### src/hw/iic_params.svh
/*
 * Constants of the indicator controller: instruction fields, operation
 * and class codes, indicator layouts, cycle counts and register offsets.
 * Assumes it is included by bare name wherever these names are used.
 */
// Overview of operation
// - fields: indirect 25, index 24-21, opcode 20-15, class 14-11, mask 10-1
// - class 0001 error test examines every marked mask bit at once
// - any tested indicator set advances counter by one, otherwise by two
// - test instructions never change any indicator
// - address errors coded 1 fetch, 2 operand, 3-15 channel synchronizer
// - more error flags: 16 instruction check, 32 operand check, 64 adder
// - opcode 65 class 0001 clears masked error flags in two cycles
// - several mask bits clear all selected indicators together
// - clearing an already clear or undefined indicator raises no error
// - error clear drops its mode flag, holds off interrupts one instruction
// - opcode 64 with channel tests its masked flags, skip as usual
// - channel numbers 3 to 15 are recognised
// - channel flags at mask bits 3 to 7; bits 8 to 10 stay zero
// - stand-by interlock indicator sits at mask bit 1
// - opcode 65 with channel clears that channel's masked flags
// - channel flag clear drops io mode flag and holds off interrupts
// - opcode 62 sets the io interrupt inhibit flag
// - while inhibited, no counter save and no transfer to 0020
// - channel flags keep setting and clearing while inhibited
// - opcode 61 clears inhibit; pending io interrupt is then taken
// - opcode 60 jumps in one cycle if inhibited, else plus one in two
// - opcode 70 writes stand-by word, sets interlock, three cycles
`ifndef IIC_PARAMS_SVH
`define IIC_PARAMS_SVH

`define IIC_WORD_W     25
`define IIC_OP_HI      19
`define IIC_OP_LO      14
`define IIC_CLS_HI     13
`define IIC_CLS_LO     10
`define IIC_MASK_HI    6
`define IIC_MASK_LO    0

`define IIC_OPC_TEST    6'h34
`define IIC_OPC_CLEAR   6'h35
`define IIC_OPC_BLOCK   6'h32
`define IIC_OPC_UNBLOCK 6'h31
`define IIC_OPC_JUMP    6'h30
`define IIC_OPC_LOAD    6'h38

`define IIC_CLS_PE      4'h1
`define IIC_FIRST_CH    4'h3

`define IIC_CH_DEFINED  7'h7d
`define IIC_PE_DEFINED  7'h7f
`define IIC_INTERLOCK   7'h01
`define IIC_IO_IRQ_MASK 7'h7c
`define IIC_NO_FLAGS    7'h00

`define IIC_CYC_STD     2'h2
`define IIC_CYC_JUMP    2'h1
`define IIC_CYC_LOAD    2'h3

`define IIC_IO_VECTOR   15'h0010
`define IIC_CC_ONE      15'h0001
`define IIC_CC_TWO      15'h0002

`define IIC_REG_STATUS  4'h0
`define IIC_REG_CC      4'h1
`define IIC_REG_CHSEL   4'h2
`define IIC_REG_CHFLAGS 4'h3
`define IIC_REG_SAVED   4'h4

`endif

### src/hw/iic_pkg.sv
/*
 * Types of the indicator controller: sequencer states and decoded
 * instruction kinds. Assumes iic_params.svh is on the include path.
 */
package iic_pkg;

	typedef enum logic [0:0]
	{
		IIC_IDLE = 1'b0,
		IIC_EXEC = 1'b1
	} iic_state_t;

	typedef enum logic [3:0]
	{
		other_op                 = 4'h0,
		test_processor_error_op  = 4'h1,
		clear_processor_error_op = 4'h2,
		test_channel_flags_op    = 4'h3,
		clear_channel_flags_op   = 4'h4,
		block_io_interrupt_op    = 4'h5,
		unblock_io_interrupt_op  = 4'h6,
		jump_if_io_blocked_op    = 4'h7,
		load_standby_op          = 4'h8
	} iic_kind_t;

endpackage : iic_pkg

### src/hw/iic_flag_if.sv
/*
 * Carrier between the controller and one bank of indicator flags.
 * Assumes both ends sit on the same clock.
 */
`timescale 1ns/10ps
interface iic_flag_if #(parameter int W = 7);
	logic [W-1:0] set;
	logic [W-1:0] clr;
	logic [W-1:0] flags;

	modport bank (input set, input clr, output flags);
	modport ctrl (output set, output clr, input flags);
endinterface : iic_flag_if

### src/hw/iic_ctrl.sv
/*
 * Indicator controller: executes the indicator test, reset, io inhibit,
 * conditional jump and stand-by load instructions, keeps the error and
 * per-channel io flags, and takes the two automatic interrupts.
 * Assumes instructions, the indexed address and the operand word come
 * from the processor on clk, and synchronizer events are on clk too.
 */
`timescale 1ns/10ps
`include "iic_params.svh"
module iic_ctrl
	import iic_pkg::*;
#(
	parameter int          NCH       = 13,
	parameter int          W         = 7,
	parameter logic [14:0] PE_VECTOR = 15'h0000
)
(
	input  wire logic                   clk,
	input  wire logic                   resetn,
	input  wire logic                   instr_valid,
	input  wire logic [24:0]            instr_word,
	input  wire logic [14:0]            eff_addr,
	input  wire logic [24:0]            opnd_word,
	output      logic                   instr_ready,
	output      logic                   instr_done,
	input  wire logic                   addr_err_valid,
	input  wire logic [3:0]             addr_err_src,
	input  wire logic                   mod3_instr_err,
	input  wire logic                   mod3_opnd_err,
	input  wire logic                   adder_err,
	input  wire logic [NCH-1:0][W-1:0]  chan_set,
	input  wire logic [NCH-1:0]         chan_interlock_clr,
	output      logic [14:0]            control_counter,
	output      logic [14:0]            saved_cc,
	output      logic                   pe_int_taken,
	output      logic                   io_int_taken,
	output      logic                   io_inhibit,
	output      logic                   sb_wr,
	output      logic [3:0]             sb_addr,
	output      logic [24:0]            sb_data,
	input  wire logic [3:0]             reg_addr,
	input  wire logic [15:0]            reg_wdata,
	input  wire logic                   reg_wr,
	input  wire logic                   reg_rd,
	output      logic [15:0]            reg_rdata
);
	iic_state_t          st_r;
	iic_kind_t           kind_r;
	iic_kind_t           dec_kind;
	logic [1:0]          cnt_r;
	logic [1:0]          dec_cyc;
	logic [5:0]          dec_op;
	logic [3:0]          dec_cls;
	logic [W-1:0]        mask_r;
	logic [3:0]          idx_r;
	logic [14:0]         addr_r;
	logic                jmp_r;
	logic [14:0]         cc_r;
	logic [14:0]         saved_r;
	logic                pe_mode_r;
	logic                io_mode_r;
	logic                holdoff_r;
	logic                inhibit_r;
	logic [3:0]          chsel_r;
	logic [3:0]          rd_idx;
	logic [15:0]         rdata_r;
	logic [3:0]          sb_addr_r;
	logic [24:0]         sb_data_r;
	logic [NCH-1:0][W-1:0] ch_flags;
	logic [W-1:0]        pe_flags;
	logic [W-1:0]        pe_set;
	logic [W-1:0]        sel_flags;
	logic                hit;
	logic                done;
	logic                accept;
	logic                take_pe;
	logic                take_io;
	logic                io_pend;
	logic                is_clear;

	assign dec_op  = instr_word[`IIC_OP_HI:`IIC_OP_LO];
	assign dec_cls = instr_word[`IIC_CLS_HI:`IIC_CLS_LO];

	// decode; test and clear with class codes 0 and 2, and load with class codes 0 to 2, fall through as no-effect instructions
	always_comb
	begin
		dec_kind = other_op;
		dec_cyc  = `IIC_CYC_STD;
		case (dec_op)
			`IIC_OPC_TEST:
			begin
				if (dec_cls == `IIC_CLS_PE)
					dec_kind = test_processor_error_op;
				else if (dec_cls >= `IIC_FIRST_CH)
					dec_kind = test_channel_flags_op;
			end
			`IIC_OPC_CLEAR:
			begin
				if (dec_cls == `IIC_CLS_PE)
					dec_kind = clear_processor_error_op;
				else if (dec_cls >= `IIC_FIRST_CH)
					dec_kind = clear_channel_flags_op;
			end
			`IIC_OPC_BLOCK:   dec_kind = block_io_interrupt_op;
			`IIC_OPC_UNBLOCK: dec_kind = unblock_io_interrupt_op;
			`IIC_OPC_JUMP:
			begin
				dec_kind = jump_if_io_blocked_op;
				if (inhibit_r)
					dec_cyc = `IIC_CYC_JUMP;
			end
			`IIC_OPC_LOAD:
			begin
				if (dec_cls >= `IIC_FIRST_CH)
				begin
					dec_kind = load_standby_op;
					dec_cyc  = `IIC_CYC_LOAD;
				end
			end
			default: dec_kind = other_op;
		endcase
	end

	// error indicator events; address error keeps its source as a value
	assign pe_set = {adder_err, mod3_opnd_err, mod3_instr_err,
		addr_err_valid ? addr_err_src : 4'h0};

	assign done     = (st_r == IIC_EXEC) && (cnt_r == 2'h0);
	assign is_clear = (kind_r == clear_processor_error_op) ||
		(kind_r == clear_channel_flags_op);

	always_comb
	begin
		io_pend = 1'b0;
		for (int i = 0; i < NCH; i++)
			io_pend = io_pend | (|(ch_flags[i] & `IIC_IO_IRQ_MASK));
	end

	// holdoff keeps both interrupts away until the next instruction ends
	assign take_pe = (st_r == IIC_IDLE) && (|pe_flags) && !pe_mode_r &&
		!holdoff_r;
	assign take_io = (st_r == IIC_IDLE) && io_pend && !inhibit_r &&
		!io_mode_r && !holdoff_r && !take_pe;
	assign accept  = instr_valid && instr_ready;

	assign instr_ready  = (st_r == IIC_IDLE) && !take_pe && !take_io;
	assign instr_done   = done;
	assign pe_int_taken = take_pe;
	assign io_int_taken = take_io;

	always_ff @(posedge clk)
	begin
		if (!resetn)
		begin
			st_r  <= IIC_IDLE;
			cnt_r <= 2'h0;
		end
		else if (accept)
		begin
			st_r  <= IIC_EXEC;
			cnt_r <= dec_cyc - 2'h1;
		end
		else if (done)
			st_r  <= IIC_IDLE;
		else if (st_r == IIC_EXEC)
			cnt_r <= cnt_r - 2'h1;
	end

	always_ff @(posedge clk)
	begin
		if (!resetn)
		begin
			kind_r <= other_op;
			mask_r <= `IIC_NO_FLAGS;
			idx_r  <= 4'h0;
			addr_r <= 15'h0000;
			jmp_r  <= 1'b0;
		end
		else if (accept)
		begin
			kind_r <= dec_kind;
			// mask bits 8 to 10 select nothing
			mask_r <= instr_word[`IIC_MASK_HI:`IIC_MASK_LO];
			idx_r  <= dec_cls - `IIC_FIRST_CH;
			addr_r <= eff_addr;
			jmp_r  <= inhibit_r;
		end
	end

	always_ff @(posedge clk)
	begin
		if (!resetn)
		begin
			sb_addr_r <= 4'h0;
			sb_data_r <= 25'h0000000;
		end
		else if (accept && dec_kind == load_standby_op)
		begin
			sb_addr_r <= dec_cls;
			sb_data_r <= opnd_word;
		end
	end

	assign sb_wr   = done && (kind_r == load_standby_op);
	assign sb_addr = sb_addr_r;
	assign sb_data = sb_data_r;

	assign sel_flags = (kind_r == test_processor_error_op) ? pe_flags :
		((kind_r == test_channel_flags_op) ? ch_flags[idx_r] :
		`IIC_NO_FLAGS);
	assign hit = |(sel_flags & mask_r);

	always_ff @(posedge clk)
	begin
		if (!resetn)
			cc_r <= 15'h0000;
		else if (reg_wr && reg_addr == `IIC_REG_CC)
			cc_r <= reg_wdata[14:0];
		else if (take_pe)
			cc_r <= PE_VECTOR;
		else if (take_io)
			cc_r <= `IIC_IO_VECTOR;
		else if (done)
		begin
			case (kind_r)
				test_processor_error_op, test_channel_flags_op:
					cc_r <= cc_r + (hit ? `IIC_CC_ONE : `IIC_CC_TWO);
				jump_if_io_blocked_op:
					cc_r <= jmp_r ? addr_r : cc_r + `IIC_CC_ONE;
				default:
					cc_r <= cc_r + `IIC_CC_ONE;
			endcase
		end
	end

	always_ff @(posedge clk)
	begin
		if (!resetn)
			saved_r <= 15'h0000;
		else if (take_pe || take_io)
			saved_r <= cc_r;
	end

	assign control_counter = cc_r;
	assign saved_cc        = saved_r;

	always_ff @(posedge clk)
	begin
		if (!resetn)
			pe_mode_r <= 1'b0;
		else if (take_pe)
			pe_mode_r <= 1'b1;
		else if (done && kind_r == clear_processor_error_op)
			pe_mode_r <= 1'b0;
	end

	always_ff @(posedge clk)
	begin
		if (!resetn)
			io_mode_r <= 1'b0;
		else if (take_io)
			io_mode_r <= 1'b1;
		else if (done && kind_r == clear_channel_flags_op)
			io_mode_r <= 1'b0;
	end

	// a clear arms the holdoff; the next completed instruction releases it
	always_ff @(posedge clk)
	begin
		if (!resetn)
			holdoff_r <= 1'b0;
		else if (done)
			holdoff_r <= is_clear;
	end

	// inhibit gates only the taking; flags keep updating meanwhile
	always_ff @(posedge clk)
	begin
		if (!resetn)
			inhibit_r <= 1'b0;
		else if (done && kind_r == block_io_interrupt_op)
			inhibit_r <= 1'b1;
		else if (done && kind_r == unblock_io_interrupt_op)
			inhibit_r <= 1'b0;
	end

	assign io_inhibit = inhibit_r;

	iic_flag_if #(.W(W)) pe_if ();
	assign pe_if.set = pe_set;
	// testing leaves the bank alone: only the clear kind drives clr
	assign pe_if.clr = (done && kind_r == clear_processor_error_op) ?
		mask_r : `IIC_NO_FLAGS;
	assign pe_flags  = pe_if.flags;

	iic_flag_bank #(.W(W), .DEF(`IIC_PE_DEFINED)) u_pe_bank
	(
		.clk    (clk),
		.resetn (resetn),
		.port   (pe_if.bank)
	);

	for (genvar g = 0; g < NCH; g++)
	begin : g_ch
		iic_flag_if #(.W(W)) fi ();
		assign fi.set = chan_set[g] |
			((sb_wr && idx_r == 4'(g)) ? `IIC_INTERLOCK
			: `IIC_NO_FLAGS);
		assign fi.clr =
			((done && kind_r == clear_channel_flags_op &&
			idx_r == 4'(g)) ? mask_r : `IIC_NO_FLAGS) |
			(chan_interlock_clr[g] ? `IIC_INTERLOCK
			: `IIC_NO_FLAGS);
		assign ch_flags[g] = fi.flags;

		iic_flag_bank #(.W(W), .DEF(`IIC_CH_DEFINED)) u_bank
		(
			.clk    (clk),
			.resetn (resetn),
			.port   (fi.bank)
		);
	end

	always_ff @(posedge clk)
	begin
		if (!resetn)
			chsel_r <= `IIC_FIRST_CH;
		else if (reg_wr && reg_addr == `IIC_REG_CHSEL)
			chsel_r <= reg_wdata[3:0];
	end

	assign rd_idx = chsel_r - `IIC_FIRST_CH;

	always_ff @(posedge clk)
	begin
		if (!resetn)
			rdata_r <= 16'h0000;
		else if (reg_rd)
		begin
			case (reg_addr)
				`IIC_REG_STATUS:
					rdata_r <= {5'h00, inhibit_r, io_mode_r, pe_mode_r,
						holdoff_r, pe_flags};
				`IIC_REG_CC:    rdata_r <= {1'b0, cc_r};
				`IIC_REG_CHSEL: rdata_r <= {12'h000, chsel_r};
				`IIC_REG_CHFLAGS:
					rdata_r <= (chsel_r >= `IIC_FIRST_CH) ?
						{9'h000, ch_flags[rd_idx]} : 16'h0000;
				`IIC_REG_SAVED: rdata_r <= {1'b0, saved_r};
				default:        rdata_r <= 16'h0000;
			endcase
		end
	end

	assign reg_rdata = rdata_r;

	a_test_skip: assert property (
		@(posedge clk) disable iff (!resetn)
		(done && !hit && (kind_r == test_processor_error_op ||
		kind_r == test_channel_flags_op) && !reg_wr) |=>
			cc_r == $past(cc_r) + `IIC_CC_TWO)
		else $error("skip did not add two");

	a_test_next: assert property (
		@(posedge clk) disable iff (!resetn)
		(done && hit && kind_r == test_channel_flags_op && !reg_wr) |=>
			cc_r == $past(cc_r) + `IIC_CC_ONE)
		else $error("hit did not add one");

	a_test_keep: assert property (
		@(posedge clk) disable iff (!resetn)
		(done && kind_r == test_processor_error_op) |=>
			(($past(pe_flags) & ~pe_flags) == `IIC_NO_FLAGS))
		else $error("test changed an indicator");

	a_pe_clear: assert property (
		@(posedge clk) disable iff (!resetn)
		(done && kind_r == clear_processor_error_op) |=>
			((pe_flags & $past(mask_r) & ~$past(pe_set)) == `IIC_NO_FLAGS))
		else $error("masked error flag not cleared");

	a_pe_mode: assert property (
		@(posedge clk) disable iff (!resetn)
		(done && kind_r == clear_processor_error_op) |=>
			(!pe_mode_r && holdoff_r && !take_io && !take_pe))
		else $error("error clear left mode or interrupts open");

	a_io_mode: assert property (
		@(posedge clk) disable iff (!resetn)
		(done && kind_r == clear_channel_flags_op) |=> !io_mode_r && holdoff_r)
		else $error("io clear left mode flag");

	a_no_take: assert property (
		@(posedge clk) disable iff (!resetn)
		(inhibit_r && io_pend && (st_r == IIC_IDLE) && !take_pe &&
		!(reg_wr && reg_addr == `IIC_REG_CC)) |=>
			((cc_r == $past(cc_r)) && (saved_r == $past(saved_r))))
		else $error("io interrupt taken while inhibited");

	a_jump_taken: assert property (
		@(posedge clk) disable iff (!resetn)
		(accept && dec_kind == jump_if_io_blocked_op && inhibit_r) |=>
			done ##1 (cc_r == $past(addr_r)))
		else $error("inhibited jump not one cycle to target");

	a_load_time: assert property (
		@(posedge clk) disable iff (!resetn)
		(accept && dec_kind == load_standby_op) |->
			##1 !sb_wr ##1 !sb_wr ##1 sb_wr)
		else $error("stand-by load not three cycles");

	a_block_set: assert property (
		@(posedge clk) disable iff (!resetn)
		(done && kind_r == block_io_interrupt_op) |=> io_inhibit)
		else $error("block did not set inhibit");

endmodule : iic_ctrl

### src/hw/iic_flag_bank.sv
/*
 * One bank of sticky indicator flags, set by hardware, cleared by mask.
 * Assumes set and clr come from logic on clk; undefined bits stay zero.
 */
`timescale 1ns/10ps
module iic_flag_bank
	import iic_pkg::*;
#(
	parameter int           W   = 7,
	parameter logic [W-1:0] DEF = '1
)
(
	input wire logic clk,
	input wire logic resetn,
	iic_flag_if.bank port
);
	logic [W-1:0] flags_r;

	// set beats clear so a same-cycle event is never lost
	always_ff @(posedge clk)
	begin
		if (!resetn)
			flags_r <= '0;
		else
			flags_r <= ((flags_r & ~port.clr) | port.set) & DEF;
	end

	assign port.flags = flags_r;

	a_set_wins: assert property (
		@(posedge clk) disable iff (!resetn)
		((port.set & DEF) != '0) |=>
			((flags_r & $past(port.set & DEF)) == $past(port.set & DEF)))
		else $error("flag set lost");

	a_undef_zero: assert property (
		@(posedge clk) disable iff (!resetn)
		(flags_r & ~DEF) == '0)
		else $error("undefined flag bit is set");

	a_clr_drops: assert property (
		@(posedge clk) disable iff (!resetn)
		((port.clr & ~port.set) != '0) |=>
			((flags_r & $past(port.clr & ~port.set)) == '0))
		else $error("cleared flag still set");

endmodule : iic_flag_bank

### config.mk
export PLATFORM = sky130hd
export DESIGN_NAME = iic_ctrl
export DESIGN_NICKNAME = d
export VERILOG_FILES = /design/src/hw/iic_pkg.sv /design/src/hw/iic_flag_if.sv /design/src/hw/iic_ctrl.sv /design/src/hw/iic_flag_bank.sv
export VERILOG_INCLUDE_DIRS = /design/src /design/src/hw
export SDC_FILE = /design/constraint.sdc
export NUM_CORES = 1
export LEC_CHECK = 0
export ABC_CLOCK_PERIOD_IN_PS = 5100
export BUFFER_PORTS_ARGS = -buffer_cell sky130_fd_sc_hd__buf_2
export CAP_MARGIN = 20
export CORE_UTILIZATION = 25
export DETAILED_ROUTE_END_ITERATION = 10
export HOLD_SLACK_MARGIN = 0.12
export PLACE_DENSITY = 0.52
export SETUP_SLACK_MARGIN = 0.1
export SLEW_MARGIN = 20
export SYNTH_ARGS = -nofsm -noshare
export SYNTH_HDL_FRONTEND = slang
export SYNTH_SLANG_ARGS = --single-unit
### constraint.sdc
create_clock -name clk -period 5.1 [get_ports clk]
set_input_delay 0 -clock clk [delete_from_list [all_inputs] [get_ports clk]]
set_output_delay 0 -clock clk [all_outputs]
set_load 0.005 [all_outputs]
==> tab_implementation.tex <==
\begin{tabular}{lr}
\hline
Metric & Value \\
\hline
\multicolumn{2}{l}{\textbf{Setup path}} \\
\quad CP top delay family & compound AO/OA/AOI/OAI gates \\
\quad Buf/Inv on CP & 2 \\
\quad Worst-case reg-to-reg path depth & 16 \\
\quad R2r startpoint & idx\_r[0] \\
\quad CP startpoint kind & flop \\
\quad Required time at the worst-slack endpoint & between 5 and 6 ns \\
\quad Crit-path slowest cell & sky130\_fd\_sc\_hd\_\_dfxtp\_2 \\
\quad Most frequent cell on the critical path & sky130\_fd\_sc\_hd\_\_a221oi\_1 \\
\quad Register-to-register path setup slack & roughly 0.68 ns \\
\quad Worst path max stage delay & 0.52 ns \\
\quad Largest fanout on the critical path & 12 \\
\quad Data arrival, critical path & 4.85 ns \\
\quad Worst r2r dst & control\_counter[10] \\
\quad Cell-by-cell trace of the critical path & buf\_4, mux4\_2, nand2\_1, nand3\_1, a221oi\_1, o22a\_1, a31oi\_1, ha\_1, inv\_1, fa\_1, and4b\_1, and3\_1, a221o\_1, a221oi\_1, o31ai\_1, o211a\_1 \\
\quad Category of the worst setup path capture point & flop \\
\quad Category of the critical setup timing path & reg2reg \\
\multicolumn{2}{l}{\textbf{STA}} \\
\quad Worst Slack Setup Final & 0.683 ns \\
\quad Part of the cycle the worst path needs & 86.6\% \\
\quad Setup-violating endpoint count in the final report & 0 \\
\quad Slew Viols, Final & 0 \\
\quad RSZ-0062 raised after global routing & false \\
\quad Total negative setup slack & 0 ns \\
\quad Clock period minus final worst setup slack & 4.42 ns \\
\quad Worst-case clock skew & roughly 0.029 ns \\
\quad Slew @ Worst Pin & 1.05 ns \\
\quad F\_max & 0.226 GHz \\
\quad Final hold violations & 0 \\
\quad Normalized max-slew margin & 29.8\% \\
\multicolumn{2}{l}{\textbf{Floorplan}} \\
\quad Number of standard-cell rows in the floorplan & 75 \\
\quad Number of ports placed on the die boundary & between 200 and 300 \\
\quad Vertical die dimension & 210 um \\
\quad Overall die area & around 0.044 mm2 \\
\quad Die span in x & 210 um \\
\quad Core area & about 0.042 mm2 \\
\quad Initial standard-cell utilization of the core & 25.6\% \\
\multicolumn{2}{l}{\textbf{Min path}} \\
\quad Worst hold stages & 6 \\
\quad Path type of the worst min-delay path & in2reg \\
\quad Destination of the worst hold path & reg\_rdata[6] \\
\quad Startpoint of the most critical hold path & reg\_addr[2] \\
\multicolumn{2}{l}{\textbf{Synth}} \\
\quad Cell type contributing the most total cell area after synthesis & sky130\_fd\_sc\_hd\_\_dfxtp\_1 \\
\quad Register area share after synthesis & 37.1\% \\
\quad Post-synth top flop & sky130\_fd\_sc\_hd\_\_dfxtp\_1 \\
\quad Synthesized netlist cell count & 1256 \\
\quad Count of yosys warnings during synthesis & 0 \\
\quad EDFF count, synth & 0 \\
\quad Mean cell area of the mapped netlist & 8.63 um2 \\
\quad Yosys reg bits & 201 \\
\quad Ranking of synthesized cells by area & sky130\_fd\_sc\_hd\_\_dfxtp\_1 (37\%), sky130\_fd\_sc\_hd\_\_mux4\_2 (6.9\%), sky130\_fd\_sc\_hd\_\_nand2\_1 (5.6\%), sky130\_fd\_sc\_hd\_\_a21boi\_0 (4.6\%), sky130\_fd\_sc\_hd\_\_o21a\_1 (4.3\%) \\
\quad Number of nets produced by synthesis & 1465 \\
\quad Summed instance area of the synthesized netlist & $\sim$0.011 mm2 \\
\quad Top post-synthesis cells by count & sky130\_fd\_sc\_hd\_\_dfxtp\_1 (201), sky130\_fd\_sc\_hd\_\_nand2\_1 (163), sky130\_fd\_sc\_hd\_\_a21oi\_1 (92) \\
\quad Share of async-settable or async-resettable flops after synthesis & 0\% \\
\quad Most common cell in the netlist & sky130\_fd\_sc\_hd\_\_dfxtp\_1 \\
\quad Fraction of post-synthesis cell area in the top cell type by area & between 30\% and 40\% \\
\quad Number of unique standard cell types used by synthesis & 73 \\
\multicolumn{2}{l}{\textbf{Final layout}} \\
\quad Share of final-layout standard cells stronger than drive strength 1 & 22.2\% \\
\quad Ant. Diodes & 0 \\
\quad Nets & about 1900 \\
\quad Final design instance area without fill & 0.0161 mm2 \\
\quad Area growth, synth to finish & 48.2\% \\
\multicolumn{2}{l}{\textbf{Global routing}} \\
\quad Wire length of the first global-routing pass & 69600 um \\
\quad Vias in the first global route & 11900 \\
\quad Met3 Track Usage GR & 3.90\% \\
\quad Total gr overflow & 0 \\
\quad Gr usage total & 20.3\% \\
\quad GR Util met1 & 26.5\% \\
\quad Initial antenna violation count & 0 \\
\quad GRT busiest layer & met2 \\
\quad GR Layer Usage met2 & 33.0\% \\
\quad Largest net degree at the start of global routing & 84 \\
\multicolumn{2}{l}{\textbf{Run status}} \\
\quad Result of the run & completed \\
\multicolumn{2}{l}{\textbf{Drt}} \\
\quad Aggregate routed wire length & between 40000 and 50000 um \\
\quad Detail-routed net length per standard cell & around 20 um \\
\quad Routed vias/inst & $\sim$5 \\
\quad Count of antenna-violating nets left after detailed routing & 0 \\
\quad Vias post-DR & about 12000 \\
\quad Violation count after the first detailed-routing iteration & 917 \\
\quad Count of TritonRoute iterations in the first routing pass & 6 \\
\quad Drc violations & 0 \\
\multicolumn{2}{l}{\textbf{Power and ir drop}} \\
\quad Leakage component of the power & approximately 6.3 nW \\
\quad Total power & 4.36 mW \\
\quad PwrDens & 271 mW/mm2 \\
\quad Peak ir drop on the vdd network & 206 uV \\
\multicolumn{2}{l}{\textbf{CTS}} \\
\quad Clock tree from TritonCTS & built \\
\quad Clock tree sinks & 201 \\
\quad Number of buffers added by the clock tree synthesis step & 24 \\
\quad Clock latency of the later-clocked register in the worst-skew pair & 0.56 ns \\
\quad Number of buffers on the longest clock path & 3 \\
\quad Clock Pin Slew Worst Setup and Hold Paths & 0.07 ns \\
\quad Root buffer selected by CTS & sky130\_fd\_sc\_hd\_\_clkbuf\_16 \\
\quad H-tree depth & 1 \\
\multicolumn{2}{l}{\textbf{Place}} \\
\quad Cell Area, Placed & 0.0126 mm2 \\
\quad Weighted congestion at the end of routability-driven global placement & 0.931 \\
\quad HPWL after detailed placement & 32300 um \\
\quad Number of buffers inserted by port buffering & around 260 \\
\quad Setup WS pre-CTS & 0.524 ns \\
\multicolumn{2}{l}{\textbf{Flow run}} \\
\quad Number of max-cap violations & 0 \\
\hline
\end{tabular}
-- state kept, by name (all words and copies together), names as in the netlist --
register / flops
jmp_r: 1
io_inhibit: 1
kind_r: 4
chsel_r: 4
g_ch.u_bank.port.flags: 78
st_r: 1
u_pe_bank.port.flags: 7
saved_cc: 15
io_mode_r: 1
pe_mode_r: 1
mask_r: 7
addr_r: 15
cnt_r: 2
sb_data: 25
idx_r: 4
sb_addr: 4
holdoff_r: 1
control_counter: 15
reg_rdata: 15
-- area by class of cell --
cell class | count | area [um2]
fill | 4299 | 26300
multi-input combinational | 932 | 6350
timing repair buffer | 541 | 4070
sequential | 201 | 4030
tap | 577 | 722
clock buffer | 34 | 708
clock inverter | 10 | 141
inverter | 13 | 48.8
-- timing repair --
item / in CTS / in global routing
endpoints found under the setup margin: 0 / 1
gates resized for setup: 0 / 1
endpoints found under the hold margin: 179 / 0
buffers inserted: 0 / 0
hold buffers: 261 / 0
-- power by group --
group          switching, mW  total, mW  leakage, nW  internal, mW
clock network          0.733       1.85        0.415          1.12
registers              0.130       1.78         1.65          1.65
logic                  0.338      0.724         4.20         0.387
total                   1.20       4.36         6.27          3.16
-- worst max path at each step --
| stage | startpoint | to | slack, ns | cells after the start |
|---|---|---|---|---|
| detailed placement | idx_r[0] | control_counter[10] | 0.52 | 16 |
| CTS | idx_r[0] | control_counter[10] | 0.46 | 16 |
| floorplan | idx_r[1] | control_counter[10] | 1.32 | 16 |
| finish | idx_r[0] | control_counter[10] | 0.68 | 16 |
| global placement | idx_r[0] | control_counter[10] | 0.55 | 16 |
| global route | idx_r[0] | control_counter[10] | 0.34 | 16 |
-- routing by layer --
metal	up-vias	wire [um]
met3	94	2980
met5	-	0
met2	435	21200
met4	0	1710
li1	5558	-
met1	5699	20100
-- worst min-delay path, cell delays in order --
cell and delay [ns]:
sky130_fd_sc_hd__buf_2 0.12, sky130_fd_sc_hd__nor2_1 0.07, sky130_fd_sc_hd__nand3_1 0.16, sky130_fd_sc_hd__nor2_1 0.09, sky130_fd_sc_hd__a21boi_0 0.16, sky130_fd_sc_hd__o21ai_1 0.08
-- placed cells by master (no fill, tap or decap), types with 33 or more instances in the layout --
master	instances
sky130_fd_sc_hd__dlygate4sd3_1	261
sky130_fd_sc_hd__buf_2	258
sky130_fd_sc_hd__dfxtp_1	200
sky130_fd_sc_hd__nand2_1	163
sky130_fd_sc_hd__a21oi_1	92
sky130_fd_sc_hd__nor2_1	79
sky130_fd_sc_hd__a21boi_0	66
sky130_fd_sc_hd__o21a_1	62
sky130_fd_sc_hd__o21ai_0	60
sky130_fd_sc_hd__nand3_1	45
sky130_fd_sc_hd__mux2i_1	38
sky130_fd_sc_hd__mux4_2	33
-- cells by family (layout without fill, tap and decap cells) --
logic type / after synthesis / after routing / share of synthesized area [%]
simple gates: 417 / 417 / 18.7
compound gates: 411 / 411 / 26.2
flops: 201 / 201 / 37.1
buf+inv: 123 / 598 / 4.64
mux: 73 / 73 / 10.6
xor+xnor: 23 / 23 / 1.86
fa+ha+maj: 7 / 7 / 0.877
other cells: 1 / 1 / 0.0346
-- through the flow --
stage | hold WS (ns) | util (%) | instances
6_report | 0.175 | 38.0 | 2308
5_1_grt | 0.211 | 38.0 | 2308
4_1_cts | 0.162 | 38.0 | 2308
3_5_place_dp | 0.213 | 29.8 | 2003
3_3_place_gp | 0.209 | 29.8 | 2003
2_1_floorplan | 0.117 | - | 1256
Note: power is estimated with default switching activity, not from simulation.
